## src/dmrc_map.vh

```
// mode register map, field positions and timing constants
`ifndef DMRC_MAP_VH
`define DMRC_MAP_VH
`define DMRC_BA_MR0 2'h0
`define DMRC_BA_MR1 2'h1
`define DMRC_BA_MR2 2'h2
`define DMRC_RC_LSB 0
`define DMRC_LAT_LSB 4
`define DMRC_DLL_BIT 8
`define DMRC_MUX_BIT 9
`define DMRC_DRV_LSB 0
`define DMRC_ODT_LSB 2
`define DMRC_CALSEL_BIT 6
`define DMRC_CALGO_BIT 7
`define DMRC_REFMB_BIT 8
`define DMRC_DDPODT_LSB 8
`define DMRC_MR0_RST 20'h00100
`define DMRC_MR1_RST 20'h00000
`define DMRC_MR2_RST 20'h00000
`define DMRC_DRV_44 2'h0
`define DMRC_DRV_58 2'h1
`define DMRC_CAL_LONG_CYC 512
`define DMRC_CAL_SHORT_CYC 128
`endif

```

## src/dmrc_cal_seq.v

```verilog
// impedance calibration sequencer, one or two dies in turn
`timescale 1ns/1ps
`include "dmrc_map.vh"
module dmrc_cal_seq #(
  parameter LONG_CYC = `DMRC_CAL_LONG_CYC,
  parameter SHORT_CYC = `DMRC_CAL_SHORT_CYC
)(
  input wire clk_sys,
  input wire rst,
  input wire start,
  input wire useShort,
  input wire twoDies,
  output reg busy_ff,
  output reg dieSel_ff,
  output reg done_ff
);
  reg [15:0] cnt_ff;
  wire [15:0] len = useShort ? SHORT_CYC[15:0] : LONG_CYC[15:0];
  always @(posedge clk_sys)
  begin
    if (rst)
    begin
      busy_ff <= 1'b0;
      dieSel_ff <= 1'b0;
      done_ff <= 1'b0;
      cnt_ff <= 16'h0000;
    end
    else
    begin
      done_ff <= 1'b0;
      if (!busy_ff)
      begin
        if (start)
        begin
          busy_ff <= 1'b1;
          dieSel_ff <= 1'b0;
          cnt_ff <= len - 16'h0001;
        end
      end
      else if (cnt_ff != 16'h0000)
        cnt_ff <= cnt_ff - 16'h0001;
      else if (twoDies && !dieSel_ff)
      begin
        // wide config: second die after the first, doubling duration
        dieSel_ff <= 1'b1;
        cnt_ff <= len - 16'h0001;
      end
      else
      begin
        busy_ff <= 1'b0;
        done_ff <= 1'b1;
      end
    end
  end
endmodule

```

## src/dmrc_mode_regs.v

```verilog
// mode register bank: capture, decode and effects of three mode registers
//
// Overview of operation
// - row cycle count from first register bits 3:0
// - bits 7:4 give shared read/write latency
// - bit 8 enables the delay-locked loop
// - bit 9 selects two-part multiplexed address
// - multiplexed uses 11 balls, broadside 20
// - command and bank ride the first part
// - bits 1:0 pick drive, 44.3 at reset
// - bits 4:2 select termination value
// - data termination off while driving reads
// - bit 6 picks long or short calibration
// - bit 7 starts calibration, clears itself
// - wide config calibrates both dies sequentially
// - second register bit 8 selects refresh protocol
// - multibank refresh masks banks by address
// - third register bits 9:8 set dual-die termination
`timescale 1ns/1ps
`include "dmrc_map.vh"
module dmrc_mode_regs #(
  parameter ADDR_W = 20,
  parameter MUX_W = 11,
  parameter LONG_CYC = `DMRC_CAL_LONG_CYC,
  parameter SHORT_CYC = `DMRC_CAL_SHORT_CYC,
  parameter WIDE_CFG = 1
)(
  input wire clk_sys,
  input wire rst,
  input wire linkClk,
  input wire cmdValid,
  input wire isModeWrite,
  input wire isRefresh,
  input wire [ADDR_W-1:0] addrIn,
  input wire [3:0] bankIn,
  input wire readDriving,
  input wire odtReqIn,
  output reg [3:0] rowCycleCnt_ff,
  output reg [3:0] dataLatency_ff,
  output reg dllEnable_ff,
  output reg muxAddrMode_ff,
  output reg [1:0] driveSel_ff,
  output reg [2:0] odtValue_ff,
  output reg calShortSel_ff,
  output reg calStart_ff,
  output reg multiBankRefresh_ff,
  output reg [1:0] dualDieOdt_ff,
  output wire calBusy,
  output wire calDie,
  output reg dqOdtOn_ff,
  output reg ctlOdtOn_ff,
  output reg [15:0] refreshBanks_ff,
  output reg refreshPulse_ff,
  output reg [ADDR_W-1:0] fullAddr_ff,
  output reg [3:0] cmdBank_ff,
  output reg addrValid_ff
);
  localparam ST_IDLE = 1'b0;
  localparam ST_SECOND = 1'b1;
  // reset words of the three registers; fields other than drive are cut from them by position
  localparam [19:0] MR0_RST = `DMRC_MR0_RST;
  localparam [19:0] MR1_RST = `DMRC_MR1_RST;
  localparam [19:0] MR2_RST = `DMRC_MR2_RST;
  // link clock crosses in: three stages, edge when second and third agree
  reg [2:0] clkSync_ff;
  reg clkStable_ff;
  always @(posedge clk_sys)
  begin
    if (rst)
    begin
      clkSync_ff <= 3'h0;
      clkStable_ff <= 1'b0;
    end
    else
    begin
      clkSync_ff <= {clkSync_ff[1:0], linkClk};
      if (clkSync_ff[2] == clkSync_ff[1])
        clkStable_ff <= clkSync_ff[2];
    end
  end
  wire linkRise = (clkSync_ff[2] == clkSync_ff[1]) && clkSync_ff[2] && !clkStable_ff;

  // command pins cross in the same way, bit by bit, before the link edge uses them
  // a bit moving close to the edge is not counted until two stages agree
  localparam PIN_W = ADDR_W + 7;
  wire [PIN_W-1:0] pinRaw = {cmdValid, isModeWrite, isRefresh, bankIn, addrIn};
  wire [PIN_W-1:0] pinSt;
  genvar p;
  generate
    for (p = 0; p < PIN_W; p = p + 1)
    begin : g_pin
      reg [2:0] stage_ff;
      reg stable_ff;
      always @(posedge clk_sys)
      begin
        if (rst)
        begin
          stage_ff <= 3'h0;
          stable_ff <= 1'b0;
        end
        else
        begin
          stage_ff <= {stage_ff[1:0], pinRaw[p]};
          if (stage_ff[2] == stage_ff[1])
            stable_ff <= stage_ff[2];
        end
      end
      assign pinSt[p] = stable_ff;
    end
  endgenerate
  wire cmdValidS = pinSt[ADDR_W+6];
  wire modeWriteS = pinSt[ADDR_W+5];
  wire refreshS = pinSt[ADDR_W+4];
  wire [3:0] bankS = pinSt[ADDR_W+3:ADDR_W];
  wire [ADDR_W-1:0] addrS = pinSt[ADDR_W-1:0];

  // pins sampled on link rising edge; controller holds them across the edge
  reg state_ff;
  reg nxt_state;
  reg heldWrite_ff;
  reg heldRefresh_ff;
  reg [ADDR_W-1:0] firstPart_ff;
  reg cmdWrite;
  reg cmdRefresh;
  reg [ADDR_W-1:0] cmdAddr;
  reg cmdFire;
  // second part fills the upper bits; mapping of balls is left to the core
  always @*
  begin
    nxt_state = state_ff;
    cmdFire = 1'b0;
    cmdWrite = modeWriteS;
    cmdRefresh = refreshS;
    cmdAddr = addrS;
    if (linkRise)
    begin
      case (state_ff)
        ST_IDLE:
        begin
          if (cmdValidS && muxAddrMode_ff)
            nxt_state = ST_SECOND;
          else if (cmdValidS)
            cmdFire = 1'b1;
        end
        ST_SECOND:
        begin
          nxt_state = ST_IDLE;
          cmdFire = 1'b1;
          cmdWrite = heldWrite_ff;
          cmdRefresh = heldRefresh_ff;
          // only low balls carry address in the two-part form
          cmdAddr = {addrS[ADDR_W-MUX_W-1:0], firstPart_ff[MUX_W-1:0]};
        end
        default:
          nxt_state = ST_IDLE;
      endcase
    end
  end
  always @(posedge clk_sys)
  begin
    if (rst)
    begin
      state_ff <= ST_IDLE;
      heldWrite_ff <= 1'b0;
      heldRefresh_ff <= 1'b0;
      firstPart_ff <= {ADDR_W{1'b0}};
      cmdBank_ff <= 4'h0;
      fullAddr_ff <= {ADDR_W{1'b0}};
      addrValid_ff <= 1'b0;
    end
    else
    begin
      state_ff <= nxt_state;
      addrValid_ff <= cmdFire && !cmdWrite;
      if (linkRise && state_ff == ST_IDLE && cmdValidS)
      begin
        // command and bank are taken only with the first part
        heldWrite_ff <= modeWriteS;
        heldRefresh_ff <= refreshS;
        firstPart_ff <= addrS;
        cmdBank_ff <= bankS;
      end
      if (cmdFire)
        fullAddr_ff <= cmdAddr;
    end
  end
  // bank of the command firing now: the pins, or the one held from the first part
  wire [3:0] bankNow = (state_ff == ST_SECOND) ? cmdBank_ff : bankS;
  wire [1:0] selNow = bankNow[1:0];
  wire wrFire = cmdFire && cmdWrite;
  wire calDone;
  // register writes; start bit self-clears once the sequence is done
  always @(posedge clk_sys)
  begin
    if (rst)
    begin
      rowCycleCnt_ff <= MR0_RST[`DMRC_RC_LSB+3:`DMRC_RC_LSB];
      dataLatency_ff <= MR0_RST[`DMRC_LAT_LSB+3:`DMRC_LAT_LSB];
      dllEnable_ff <= MR0_RST[`DMRC_DLL_BIT];
      muxAddrMode_ff <= MR0_RST[`DMRC_MUX_BIT];
      driveSel_ff <= `DMRC_DRV_44;
      odtValue_ff <= MR1_RST[`DMRC_ODT_LSB+2:`DMRC_ODT_LSB];
      calShortSel_ff <= MR1_RST[`DMRC_CALSEL_BIT];
      calStart_ff <= MR1_RST[`DMRC_CALGO_BIT];
      multiBankRefresh_ff <= MR1_RST[`DMRC_REFMB_BIT];
      dualDieOdt_ff <= MR2_RST[`DMRC_DDPODT_LSB+1:`DMRC_DDPODT_LSB];
    end
    else
    begin
      if (calDone)
        calStart_ff <= 1'b0;
      if (wrFire && selNow == `DMRC_BA_MR0)
      begin
        rowCycleCnt_ff <= cmdAddr[`DMRC_RC_LSB+3:`DMRC_RC_LSB];
        dataLatency_ff <= cmdAddr[`DMRC_LAT_LSB+3:`DMRC_LAT_LSB];
        dllEnable_ff <= cmdAddr[`DMRC_DLL_BIT];
        muxAddrMode_ff <= cmdAddr[`DMRC_MUX_BIT];
      end
      if (wrFire && selNow == `DMRC_BA_MR1)
      begin
        driveSel_ff <= cmdAddr[`DMRC_DRV_LSB+1:`DMRC_DRV_LSB];
        odtValue_ff <= cmdAddr[`DMRC_ODT_LSB+2:`DMRC_ODT_LSB];
        calShortSel_ff <= cmdAddr[`DMRC_CALSEL_BIT];
        multiBankRefresh_ff <= cmdAddr[`DMRC_REFMB_BIT];
        // a write during calibration cannot cancel it
        if (!calBusy)
          calStart_ff <= cmdAddr[`DMRC_CALGO_BIT];
      end
      if (wrFire && selNow == `DMRC_BA_MR2)
        dualDieOdt_ff <= cmdAddr[`DMRC_DDPODT_LSB+1:`DMRC_DDPODT_LSB];
    end
  end
  reg calStartSeen_ff;
  always @(posedge clk_sys)
  begin
    if (rst)
      calStartSeen_ff <= 1'b0;
    // a start written in the done cycle wins and must launch a fresh run
    else if (calDone)
      calStartSeen_ff <= 1'b0;
    else
      calStartSeen_ff <= calStart_ff;
  end
  dmrc_cal_seq #(
    .LONG_CYC(LONG_CYC),
    .SHORT_CYC(SHORT_CYC)
  ) u_cal (
    .clk_sys(clk_sys),
    .rst(rst),
    .start(calStart_ff && !calStartSeen_ff),
    .useShort(calShortSel_ff),
    .twoDies(WIDE_CFG != 0),
    .busy_ff(calBusy),
    .dieSel_ff(calDie),
    .done_ff(calDone)
  );

  // refresh: single bank by bank address, or multibank mask from address
  wire refFire = cmdFire && cmdRefresh && !cmdWrite;
  always @(posedge clk_sys)
  begin
    if (rst)
    begin
      refreshBanks_ff <= 16'h0000;
      refreshPulse_ff <= 1'b0;
    end
    else
    begin
      refreshPulse_ff <= refFire;
      if (refFire)
      begin
        if (multiBankRefresh_ff)
          refreshBanks_ff <= cmdAddr[15:0];
        else
          refreshBanks_ff <= 16'h0001 << bankNow;
      end
    end
  end

  // data balls drop termination while driving; mask and write clock stay on
  always @(posedge clk_sys)
  begin
    if (rst)
    begin
      dqOdtOn_ff <= 1'b0;
      ctlOdtOn_ff <= 1'b0;
    end
    else
    begin
      ctlOdtOn_ff <= odtReqIn && (odtValue_ff != 3'h0);
      dqOdtOn_ff <= odtReqIn && (odtValue_ff != 3'h0) && !readDriving;
    end
  end
endmodule
```

## config.mk

```make
export PLATFORM = sky130hd
export DESIGN_NAME = dmrc_mode_regs
export DESIGN_NICKNAME = d
export VERILOG_FILES = /design/src/dmrc_cal_seq.v /design/src/dmrc_mode_regs.v
export VERILOG_INCLUDE_DIRS = /design/src /design/src/src
export SDC_FILE = /design/constraint.sdc
export NUM_CORES = 1
export LEC_CHECK = 0
export ABC_AREA = 1
export BUFFER_PORTS_ARGS = -buffer_cell sky130_fd_sc_hd__buf_2
export CAP_MARGIN = 20
export CORE_MARGIN = 5
export CORE_UTILIZATION = 50
export CTS_CLUSTER_DIAMETER = 30
export DETAILED_ROUTE_END_ITERATION = 10
export PLACE_DENSITY = 0.7
export SLEW_MARGIN = 15
export SYNTH_ARGS = -nofsm -noshare
export SYNTH_HDL_FRONTEND = slang
export SYNTH_SLANG_ARGS = --single-unit
```

## constraint.sdc

```tcl
create_clock -name clk_sys -period 2.32 [get_ports clk_sys]
set_input_delay 0.232 -clock clk_sys [delete_from_list [all_inputs] [get_ports clk_sys]]
set_output_delay 0.232 -clock clk_sys [all_outputs]
set_load 0.1 [all_outputs]
```

## Word level (Yosys, flattened, before mapping)

Cells that the tools add are included.

| word-level totals | value |
|---|---|
| flip-flop bits (word level) | 210 |
| latch bits | 0 |
| memory bits (writable) | 0 |
| ROM bits | 0 |
| input port bits | 32 |
| output and inout port bits | 66 |
| logic and storage cells | 175 |
| memories | 0 |

| operators by class | value |
|---|---|
| add/sub/neg operators | 2 |
| multipliers | 0 |
| divide/modulo/power cells | 0 |
| $lt $le $gt $ge | 0 |
| equal/unequal tests | 32 |
| shift-type cells | 1 |
| multiplexer cells | 30 |
| bitwise logic cells | 2 |
| reductions and logical operators | 26 |

Operator list:

| kind | number |
|---|---|
| 16-bit two-way mux | 5 |
| 20-bit two-way mux | 2 |
| 16-bit by 1-bit subtractor with 16-bit output (second input constant) | 2 |
| 1-bit equality test | 28 |
| 1-bit two-way mux | 19 |
| 16-bit nonzero test | 1 |
| 1-bit by 4-bit << shifter with 16-bit output (first input constant) | 1 |
| 1-bit logical AND | 15 |
| 10-bit two-way mux | 1 |
| 1-bit logical NOT | 4 |
| 4-bit two-way mux | 1 |
| 1-bit case mux with 2 select lines | 2 |
| 2-bit AND reduction | 2 |
| 3-bit inequality test (second input constant) | 1 |
| 3-bit nonzero test | 1 |
| 3-bit OR reduction | 1 |
| 2-bit by 1-bit equality test with 1-bit output (second input constant) | 1 |
| 2-bit equality test (second input constant) | 1 |
| 2-bit logical NOT | 1 |
| 2-bit inequality test (second input constant) | 1 |
| 1-bit NOT | 2 |
| 2-bit nonzero test | 1 |

## Longest topological paths before layout

Gate-level depths: netlist (run 1).

| depth | value |
|---|---|
| depth after elaboration | 7 |
| gate-level depth with buffers | 12 |
| mapped depth without buffers | 11 |

## Hierarchy

From an unflattened synthesis (run 1), not the netlist that was laid out.

| unflattened totals | value |
|---|---|
| cell total of the unflattened synthesis | 1080 |
| area total of the unflattened synthesis | 8121.5 um^2 |

By module, submodules not included:

| module | times used | cells an instance | area each (um^2) | seq. area each (um^2) |
|---|---|---|---|---|
| dmrc_mode_regs | 1 | 893 | 6956.7 | 3823.7 |
| dmrc_cal_seq | 1 | 187 | 1164.9 | 380.4 |

## Worst setup path before layout (run 1)

OpenSTA, ideal clock, no wires.

| path | value |
|---|---|
| kind | flip-flop to flip-flop |
| start | register u_cal.busy_ff |
| end | register u_cal.cnt_ff[12] |
| setup time | 70 ps |
| arrival | 2039 ps |
| data required time | 2250 ps |
| setup slack | 211 ps |
| cell stages (with the launch flop) | 8 |
| buffers on the path | 1 |
| period minus slack after synthesis | 2109 ps |
| path through | dfxtp_1 -> inv_1 -> nand2_1 -> o21ai_0 -> inv_1 -> buf_2 -> nand3_1 -> a21oi_1 |

| on the way | value |
|---|---|
| longest elaborated chain between the ends | 2 |
| elaborated cells on any way between the ends | 4 |
| those cells by class | eq/ne (1); mux (1); reduce/logical (2) |

Ends and longest elaborated chain:

| item | RTL line | RTL |
|---|---|---|
| start, declared | dmrc_cal_seq.v:13 | `output reg busy_ff,` |
| start signal, assigned | dmrc_cal_seq.v:23 | `busy_ff <= 1'b0;` |
| start signal, assigned | dmrc_cal_seq.v:35 | `busy_ff <= 1'b1;` |
| start signal, assigned | dmrc_cal_seq.v:50 | `busy_ff <= 1'b0;` |
| 3-bit inequality test (no line) / 2-bit nonzero test (equally long branches) | n/a |  |
| 2-bit AND reduction (no line) | n/a |  |
| end signal, assigned | dmrc_cal_seq.v:37 | `cnt_ff <= len - 16'h0001;` |
| end signal, assigned | dmrc_cal_seq.v:41 | `cnt_ff <= cnt_ff - 16'h0001;` |
| end signal, assigned | dmrc_cal_seq.v:46 | `cnt_ff <= len - 16'h0001;` |
| end, declared | dmrc_cal_seq.v:17 | `reg [15:0] cnt_ff;` |

Parallel ways exist; a longest one is shown, timed or not.
A chain may end at the register's enable or synchronous reset.

## Worst setup path in the final report (run 1)

| path | value |
|---|---|
| start | register clkSync_ff[1] |
| end | register rowCycleCnt_ff[0] |

| on the way | value |
|---|---|
| longest elaborated chain between the ends | 6 |
| elaborated cells on any way between the ends | 8 |
| those cells by class | eq/ne (1); mux (3); reduce/logical (4) |

Ends and longest elaborated chain:

| item | RTL line | RTL |
|---|---|---|
| start, declared | dmrc_mode_regs.v:65 | `reg [2:0] clkSync_ff;` |
| start signal, assigned | dmrc_mode_regs.v:76 | `clkSync_ff <= {clkSync_ff[1:0], linkClk};` |
| 1-bit equality test * | dmrc_mode_regs.v:81 | `wire linkRise = (clkSync_ff[2] == clkSync_ff[1]) && clkSync_ff[2] && !clkStable_ff;` |
| 1-bit logical AND * (2 in series) | dmrc_mode_regs.v:81 |  |
| 1-bit two-way mux | dmrc_mode_regs.v:135 | `if (linkRise)` |
| 1-bit logical AND | dmrc_mode_regs.v:190 | `wire wrFire = cmdFire && cmdWrite;` |
| 1-bit logical AND (no line) | n/a |  |
| end signal, assigned | dmrc_mode_regs.v:197 | `` rowCycleCnt_ff <= MR0_RST[`DMRC_RC_LSB+3:`DMRC_RC_LSB]; `` |
| end signal, assigned | dmrc_mode_regs.v:214 | `` rowCycleCnt_ff <= cmdAddr[`DMRC_RC_LSB+3:`DMRC_RC_LSB]; `` |
| end, declared | dmrc_mode_regs.v:38 | `output reg [3:0] rowCycleCnt_ff,` |

Mark *: on every way between the ends. The rest lies on a longest branch, timed or not.

==> results.md, run 1 <==
* Finished layout cell area at a little over 10,000 sq um
* # port buffers at 97
* Initial Utilization at 50.3%
* Final slew viol count at 0
* Syn_nets at between 1,000 and 1,500
* Post-synthesis sequential area ratio at 53.2%
* P per Cell Area at ~940 nW/um^2
* Crit path max fanout at 24
* Worst Hold Slack at 0.395 ns
* Fill cells at around 1,300
* Crit-path cells: ha_1 > inv_1 > nor2_4 > nand2_4 > o21ai_4 > nand3_2 > inv_1 > nand2_1 > a21oi_1
* Via count at 6,855
* # diodes at 0
* Syn Inst Count at about 1,100
* DRC at 0
* First-pass GRT wire length at 30,400 microns
* Min-Delay Path Class: reg2reg
* Die footprint at around 18,000 sq um
* Total gr overflow at 0
* Num ports at 98
* Worst Min Path Start: g_pin[6].stage_ff[0]
* Root Buffer: clkbuf_16
* Crit path kind: reg2reg
* Gpl congestion at around 0.87
* Worst-path clk slew at 0.05 ns
* Clk_skew at 0.00914 ns
* Net Switching at 2.04 mW
* Worst setup startpoint: clkSync_ff[1]
* Syn_area_per_cell at between 7 and 8 sq um
* Post-Syn Area at just under 8000 sq um
* Combinational share of power at 2.0%
* Most frequent cells in the layout: dfxtp_1, nor2_1, nand2_1
* Yosys cell types at 35
* Synth Warn # at 0
* # setup viols final at 0
* Cell total after placement at about 1,300
* Maximum buffer depth of the clock tree at 3
* Critical Path Sink Type: register
* Slowest stage delay, CP at between 0.3 and 0.4 ns
* Clock share of power at about three fifths
* Commonest non-fill, non-tap cell in the layout: dfxtp_1
* Worst path required time at ~2.8 ns
* Leak at about 4.8 nW
* FF/Latch Area at around 4200 sq um
* P_int at between 7 and 8 mW
* Initial antenna violation count at 0
* CTS sink cnt at 210
* Vias in the first global route at between 6,000 and 7,000
* Final ANT Viol Nets at 0
* Sequential share of power at about two fifths
* Fin crit share at 87.0%
* FF+latch count, synth at 210
* Hpwl dp at 11,500 microns
* Startpoint types: register
* Placed cell areas at ~8600 sq um
* Peak supply drop at ~0.7 mV
* Family with the most delay on the worst path: simple AND/OR/NAND/NOR gates
* Worst path slowest cell: dfxtp_1
* Largest net degree at the start of global routing at 91
* Routed WL at 18,000 microns
* Setup WS pre-CTS at 0.391 ns
* Final critical-path required period at ~2.0 ns
* Vias per Instance at roughly 4.7
* Hold Violations, Final at 0
* Final #Nets at 1,239
* Drt wl/cell at 12.4 microns
* Switching share of total power at a little over a fifth
* Post-synth EDFFs at 0
* Rows at 46
* Worst skew pair latency at between 0.5 and 0.6 ns
* Die span in x at 136 microns
* F_max at 496 MHz
* Multi-input logic area at between 2000 and 3000 sq um
* Ys flop type: dfxtp_1
* Critical Path Most Common Cell: inv_1
* Layout area overhead at 30.7%
* Starting DRT DRC Count at 554
* Drt pass-1 iters at 5
* Clock buffer count from CTS at 40
* CTS tree: yes
* Worst Tran Pin Value at 0.604 ns
* Max Cap Viol at 0
* Finished Layout Cells at ~1,500
* Final setup TNS at 0 ns
* Die height at around 140 microns
* Final Util at 65.7%
* Worst r2r src: clkSync_ff[1]
* H-tree level count at 2
* Status: complete, no violations
* RSZ-0062 raised after global routing: false
* All-Layer GR Usage at around 20%
* Final worst setup slack at slightly above 0.3 ns
* Async SR Flop Fraction at 0%
* WP buf/inv at 2
* Worst slew margin at approximately 59%
* Share of cells above drive strength 1 at 16.9%
* CP arrival at around 2.5 ns
* Core area at around 16,000 sq um
* Final Power at approximately 10 mW
==> final cells by class <==
| class | count | area share (%) |
|---|---|---|
| clock buffer | 47 | 10.4 |
| clock inverter | 27 | 3.11 |
| tap | 216 | 2.62 |
| timing repair buffer | 146 | 9.31 |
| multi-input combinational | 644 | 27.9 |
| sequential | 210 | 40.7 |
| inverter | 163 | 5.93 |
==> worst min-delay path, delay by kind of cell, from the launching register on <==
family                 cells  cell delay (ns)
DFF                        1             0.29
buffers and inverters      1             0.04
and+or+nand+nor            1             0.03
==> path summary, 6_finish.rpt <==
kind              cells past startpoint                   end  slack [ns]
setup / recovery                      9     rowCycleCnt_ff[0]        0.30
hold / removal                        2  g_pin[6].stage_ff[1]        0.40
setup reg to reg                      9     rowCycleCnt_ff[0]        0.30
hold reg to reg                       2  g_pin[6].stage_ff[1]        0.40
==> timing repair <==
item                                    4_1_cts  5_1_grt
hold endpoints to repair                     30        0
endpoints found under the setup margin        0        0
hold buffers                                 32        0
gates resized for setup                       0        0
buffers inserted                              0        0
==> sequential cells by signal, indices dropped and copies added (netlist names), 2 cells and up <==
signal	cells
rowCycleCnt_ff	4
dualDieOdt_ff	2
cmdBank_ff	4
firstPart_ff	11
g_pin.stable_ff	26
g_pin.stage_ff	81
fullAddr_ff	20
dataLatency_ff	4
odtValue_ff	3
clkSync_ff	3
refreshBanks_ff	16
driveSel_ff	2
u_cal.cnt_ff	16
==> metal layers <==
metal	global-route usage, %	vias up	part of all wire [%]
met1	26.9	3041	45
met4	7.78	0	1.9
met3	4.31	30	6.9
li1	-	3595	-
met2	31.7	189	46
met5	0	-	0
==> cell usage after synthesis (3+ instances only) <==
| cell | instances | area [sq um] |
|---|---|---|
| nor3_1 | 5 | 25.0 |
| nand2_1 | 180 | 676 |
| o21ai_0 | 86 | 430 |
| buf_1 | 5 | 18.8 |
| nor2_1 | 201 | 754 |
| clkbuf_1 | 22 | 82.6 |
| buf_2 | 11 | 55.1 |
| nand4_1 | 9 | 56.3 |
| dfxtp_1 | 210 | 4200 |
| inv_1 | 159 | 597 |
| buf_6 | 3 | 33.8 |
| and2_1 | 3 | 18.8 |
| a21oi_1 | 89 | 445 |
| o21ai_1 | 5 | 25.0 |
| nor2_2 | 4 | 25.0 |
| or2_2 | 4 | 25.0 |
| xor2_1 | 3 | 26.3 |
| nand3_1 | 28 | 140 |
| nand2_2 | 4 | 25.0 |
| a211oi_1 | 6 | 45.0 |
| inv_2 | 4 | 15.0 |
==> logic make-up (layout without fill, tap and decap cells) <==
logic type | count (synthesis) | count (layout) | synth area share, %
AND/OR/NAND/NOR | 444 | 444 | 22.9
flip-flops | 210 | 210 | 53.2
XOR/XNOR | 3 | 3 | 0.333
AO/OA/AOI/OAI | 195 | 195 | 12.9
adder cells (fa/ha/maj) | 2 | 2 | 0.317
buffers and inverters | 206 | 383 | 10.3
==> power groups by stage <==
stage	clock, mW	sequential (mW)	combinational, mW
after global placement	0	3.77	0.156
after CTS	5.93	3.70	0.199
final	5.82	3.70	0.197
after floorplan	0	3.77	0.106
after detailed placement	0	3.77	0.159
after global routing	6.11	3.71	0.227
Note: power is estimated with default switching activity, not from simulation.
==> run 2: changes to the inputs <==
Settings changed: SYNTH_HIERARCHICAL set to 1.
==> run 2 against run 1 <==
Effect of this change: worst setup slack gained 0.045 ns; synthesized cell count rose by 1.9%; via count rose by 3.1%; die area is 2.6% higher; non-clock buffer count shrank 7; maximum frequency grew 2.3%; critical path type is now reg2out.
==> results.md, run 2 <==
* Hold Violations, Final at 0
* Die height at 137 microns
* Number of flip-flops in the largest register at between 80 and 90
* WP buf/inv at 1
* Area leader, netlist: dfxtp_1
* Vias in the first global route at 6,680
* Crit path max fanout at 13
* Final slew viol count at 0
* Critical Path Sink Type: primary output
* Startpoint types: register
* Final ANT Viol Nets at 0
* Num ports at between 90 and 100
* Starting DRT DRC Count at 419
* Root Buffer: clkbuf_16
* Core area at 15,900 sq um
* Top cells by count, synth: dfxtp_1, nand2_1, nor2_1
* Die footprint at ~19,000 sq um
* # port buffers at a little under 100
* Simple-gate portion of the synthesized area at between 20% and 30%
* Final worst setup slack at between 0.3 and 0.4 ns
* Async SR Flop Fraction at 0%
* Final critical-path required period at between 1.5 and 2 ns
* Largest family of logic cells by synthesized area: simple AND/OR/NAND/NOR gates
* Crit-path cells: buf_2
* Layout area overhead at 29.0%
* Crit path kind: reg2out
* Finished Layout Cells at between 1,000 and 1,500
* Largest net degree at the start of global routing at approximately 120
* Status: complete, no violations
* P per Cell Area at around 940 nW/um^2
* Post-synthesis mux area share at 0%
* Max Cap Viol at 0
* First-pass GRT wire length at about 32,000 microns
* Drt pass-1 iters at 5
* Largest registers: g_pin.stage_ff x81, g_pin.stable_ff x26, fullAddr_ff x20
* CP arrival at roughly 1.7 ns
* Yosys cell types at 40
* # setup viols final at 0
* Top-count cell post-synth: dfxtp_1
* Initial antenna violation count at 0
* Post-synthesis sequential area ratio at 51.8%
* Clock buffer count from CTS at slightly above 40
* Commonest non-fill, non-tap cell in the layout: dfxtp_1
* Post-Synth XOR/XNOR Area at less than 1%
* Post-Syn Area at 8120 sq um
* Hpwl dp at between 10,000 and 15,000 microns
* Largest Register: g_pin.stage_ff
* Worst Tran Pin Value at ~0.58 ns
* Syn_nets at approximately 1,100
* DRC at 0
* H-tree level count at 2
* Total gr overflow at 0
* Final Util at around two thirds
* Die span in x at 137 microns
* All-Layer GR Usage at 20.5%
* FF+latch count, synth at 210
* Worst slew margin at between 60% and 70%
* Vias per Instance at a little under 5
* Leak at about 5 nW
* Synth Warn # at 6
* Peak supply drop at between 0.8 and 0.9 mV
* Cell total after placement at 1,360
* PostCTS Resize Cnt at 0
* Initial Utilization at 51.1%
* Final setup TNS at 0 ns
* Top cell type's share of synthesized area at roughly half
* Setup bufs post-CTS at 0
* Worst path slowest cell: dfxtp_1
* Worst path required time at between 2 and 2.5 ns
* Min-Delay Path Class: in2reg
* CTS sink cnt at between 200 and 250
* Syn Inst Count at between 1,000 and 1,500
* Post-CTS Hold Buffers at 31
* Area contributors post-synth: dfxtp_1, nand2_1, nor2_1
* Routed WL at about 19,000 microns
* FF/Latch Area at about 4200 sq um
* CTS tree: yes
* Clk_skew at between 0.01 and 0.015 ns
* Post-synth EDFFs at 0
* # diodes at 0
* Family with the most delay on the worst path: flip-flops
* Slowest stage delay, CP at roughly 0.7 ns
* Worst-path clk slew at roughly 0.05 ns
* Fin crit share at a little under nine tenths
* Via count at roughly 7,100
* Maximum buffer depth of the clock tree at 3
* Ys flop type: dfxtp_1
* RSZ-0062 raised after global routing: false
* Drt wl/cell at 13.0 microns
* Fill cells at between 1,000 and 1,500
* Multi-input logic area at 3040 sq um
* Final #Nets at approximately 1,300
* Worst skew pair latency at 0.51 ns
* Share of cells above drive strength 1 at approximately 16%
* Syn_area_per_cell at between 7 and 8 sq um
* Post-synthesis compound-gate area fraction at 13.3%
* Rows at 46
* Most frequent cells in the layout: dfxtp_1, nand2_1, nor2_1
* Worst Hold Slack at approximately 0.25 ns
* Gpl congestion at slightly below 0.9
* F_max at between 500 and 600 MHz
* Adder-cell area share of the yosys netlist at less than 1%
* Setup WS pre-CTS at between 0.4 and 0.5 ns
## run 2: changes by cell type after synthesis, moves of 5 or more
cell | previous run | this run
inv_1 | 159 | 169
nand3_1 | 28 | 40
a21oi_1 | 89 | 83
o211ai_1 | 1 | 11
nand2_1 | 180 | 198
o21a_1 | 0 | 9
o21ai_0 | 86 | 50
a211oi_1 | 6 | 21
clkbuf_1 | 22 | 27
nor2_1 | 201 | 191
## run 2: logic make-up after synthesis
| logic type | Yosys count |
|---|---|
| and+or+nand+nor | 464 |
| buffers and inverters | 215 |
| DFF | 210 |
| AOI/OAI and AO/OA | 187 |
| adders and majority gates | 2 |
| xor gates and xnor gates | 1 |
| other | 1 |
## run 2: layout make-up
| cell class | count | share of cell area, % |
|---|---|---|
| clock inverter | 29 | 3.44 |
| tap | 216 | 2.58 |
| inverter | 171 | 6.13 |
| multi-input combinational | 655 | 29.1 |
| clock buffer | 45 | 10.0 |
| timing repair buffer | 139 | 8.65 |
| sequential | 210 | 40.1 |
## run 2: layer usage
metal / GRT usage [%] / share of wire [%]
met2: 32.9 / 45
met5: 0 / 0
met3: 4.02 / 6.8
met1: 27.8 / 46
met4: 6.98 / 2.3
## run 2: path summary, 6_finish.rpt
path                              from                    end  slack [ns]  cells past startpoint
hold reg to reg   g_pin[0].stage_ff[0]   g_pin[0].stage_ff[1]        0.40                      2
setup reg to reg         clkSync_ff[1]         odtValue_ff[2]        0.40                      8
hold / removal                     rst  g_pin[14].stage_ff[2]        0.25                      3
setup / recovery   multiBankRefresh_ff    multiBankRefresh_ff        0.35                      1
## run 2: stage by stage
| stage | area [sq um] | power, mW |
|---|---|---|
| detailed placement | 8760 | 3.94 |
| CTS | 10500 | 9.95 |
| global placement | 8760 | 3.93 |
| floorplan | 8120 | 3.88 |
| global route | 10500 | 10.2 |
| finish | 10500 | 9.84 |
## run 2: power by group
| group | internal [mW] | switching, mW | leakage [nW] | total (mW) |
|---|---|---|---|---|
| sequential | 3.68 | 0.0238 | 1.71 | 3.70 |
| clock | 3.98 | 1.95 | 0.683 | 5.94 |
| combinational | 0.0904 | 0.116 | 2.52 | 0.207 |
==> run 3: changes to the inputs <==
Settings changed: CTS_BUF_LIST set to sky130_fd_sc_hd__clkbuf_2 sky130_fd_sc_hd__clkbuf_4 sky130_fd_sc_hd__clkbuf_8.
==> run 3 against run 2 <==
Effect of this change: first-iteration DRC count grew 13%; wire length shrank 3.8%; highest routed layer unchanged; largest power group unchanged; critical endpoint unchanged; flip-flop and latch count is the same.
==> results.md, run 3 (synthesized netlist as in run 2, its figures left out) <==
* Status: complete, no violations
* Worst path required time at roughly 2.1 ns
* # port buffers at 97
* Most frequent cells in the layout: dfxtp_1, nand2_1, nor2_1
* Routed WL at between 15,000 and 20,000 microns
* Initial antenna violation count at 0
* Hpwl dp at roughly 12,000 microns
* Starting DRT DRC Count at between 400 and 500
* Initial Utilization at a little over 50%
* Fin crit share at 84.9%
* Die height at around 140 microns
* Num ports at 98
* First-pass GRT wire length at ~31,000 microns
* DRC at 0
* # setup viols final at 0
* Leak at roughly 4.7 nW
* Gpl congestion at between 0.8 and 0.9
* Max Cap Viol at 0
* Worst setup startpoint: multiBankRefresh_ff
* All-Layer GR Usage at between 10% and 20%
* Clk_skew at between 0.02 and 0.025 ns
* Cell total after placement at 1,360
* Min-Delay Path Class: in2reg
* # diodes at 0
* WP buf/inv at 1
* FF-to-FF setup slack at around 0.44 ns
* Largest registers: g_pin.stage_ff x81, g_pin.stable_ff x26, fullAddr_ff x20
* Post-CTS Hold Buffers at 31
* Fill cells at 1,459
* Via count at approximately 7,000
* Final ANT Viol Nets at 0
* Final worst setup slack at ~0.35 ns
* R2R cell count at 8
* Clock buffer count from CTS at 43
* Worst r2r src: clkSync_ff[1]
* Critical Path Sink Type: primary output
* CTS tree: yes
* Root Buffer: clkbuf_8
* Worst path depth at 1
* Vias in the first global route at 6,436
* Worst Tran Pin Value at about 0.56 ns
* Commonest non-fill, non-tap cell in the layout: dfxtp_1
* Die footprint at about 19,000 sq um
* Worst-path clk slew at ~0.06 ns
* Setup WS pre-CTS at 0.478 ns
* Slowest stage delay, CP at ~0.67 ns
* H-tree level count at 2
* Core area at roughly 16,000 sq um
* Worst skew pair latency at approximately 0.54 ns
* Final Util at 63.3%
* Final slew viol count at 0
* Worst slew margin at approximately 62%
* Total gr overflow at 0
* Setup bufs post-CTS at 0
* Worst path slowest cell: dfxtp_1
* CTS sink cnt at 210
* Crit path kind: reg2out
* F_max at between 500 and 600 MHz
* Crit-path cells: buf_2
* Hold Violations, Final at 0
* Final setup TNS at 0 ns
* Largest Register: g_pin.stage_ff
* RSZ-0062 raised after global routing: false
* Final critical-path required period at slightly below 2 ns
* PostCTS Resize Cnt at 0
* Family with the most delay on the worst path: flip-flops
* Peak supply drop at between 0.5 and 0.6 mV
* Maximum buffer depth of the clock tree at 3
* Largest net degree at the start of global routing at about 120
* Hold endpoint: g_pin[14].stage_ff[2]
* WHS Path Cells at 3
* Drt wl/cell at 12.5 microns
* Worst Min Path Start: rst
* R2r endpoint: odtValue_ff[0]
* Die span in x at around 140 microns
* P per Cell Area at slightly above 800 nW/um^2
* Final #Nets at between 1,000 and 1,500
* Layout area overhead at 23.8%
* Share of cells above drive strength 1 at 16.8%
* Finished Layout Cells at 1,468
* Vias per Instance at approximately 4.8
* Drt pass-1 iters at 5
* Crit path max fanout at 13
* Startpoint types: register
* Number of flip-flops in the largest register at 81
* CP arrival at 1.74 ns
* Rows at 46
## run 3: worst max path at each step
| stage | to | slack [ns] |
|---|---|---|
| after floorplan | u_cal/cnt_ff[7] | 0.28 |
| after global placement | driveSel_ff[0] | 0.50 |
| after detailed placement | odtValue_ff[0] | 0.48 |
| after CTS | multiBankRefresh_ff | 0.34 |
| after global routing | multiBankRefresh_ff | 0.25 |
| final | multiBankRefresh_ff | 0.35 |
## run 3: cell type report
cell class | instances | area (sq um) | share of cell area [%]
tap | 216 | 270 | 2.69
inverter | 171 | 642 | 6.39
timing repair buffer | 139 | 906 | 9.01
multi-input combinational | 655 | 3040 | 30.3
clock buffer | 57 | 734 | 7.31
clock inverter | 20 | 251 | 2.50
sequential | 210 | 4200 | 41.8
## run 3: per-layer routing
| layer | GRT usage [%] | vias up | share of wire, % |
|---|---|---|---|
| met5 | 0 | - | 0 |
| met2 | 31.0 | 194 | 45 |
| met4 | 6.49 | 0 | 1.5 |
| li1 | - | 3655 | - |
| met3 | 4.27 | 22 | 6.4 |
| met1 | 27.4 | 3129 | 47 |
## run 3: stage by stage
step / hold slack [ns] / area, sq um / total power [mW]
2_1_floorplan: 0.301 / 8120 / 3.88
3_3_place_gp: 0.389 / 8760 / 3.93
3_5_place_dp: 0.394 / 8760 / 3.94
4_1_cts: 0.219 / 10100 / 8.26
5_1_grt: 0.255 / 10100 / 8.49
6_report: 0.228 / 10100 / 8.16
## run 3: report_power, final
part / total [mW] / switching [mW] / internal (mW)
Clock: 4.26 / 1.61 / 2.65
Sequential: 3.69 / 0.0237 / 3.67
Combinational: 0.203 / 0.113 / 0.0903
Total: 8.16 / 1.75 / 6.42
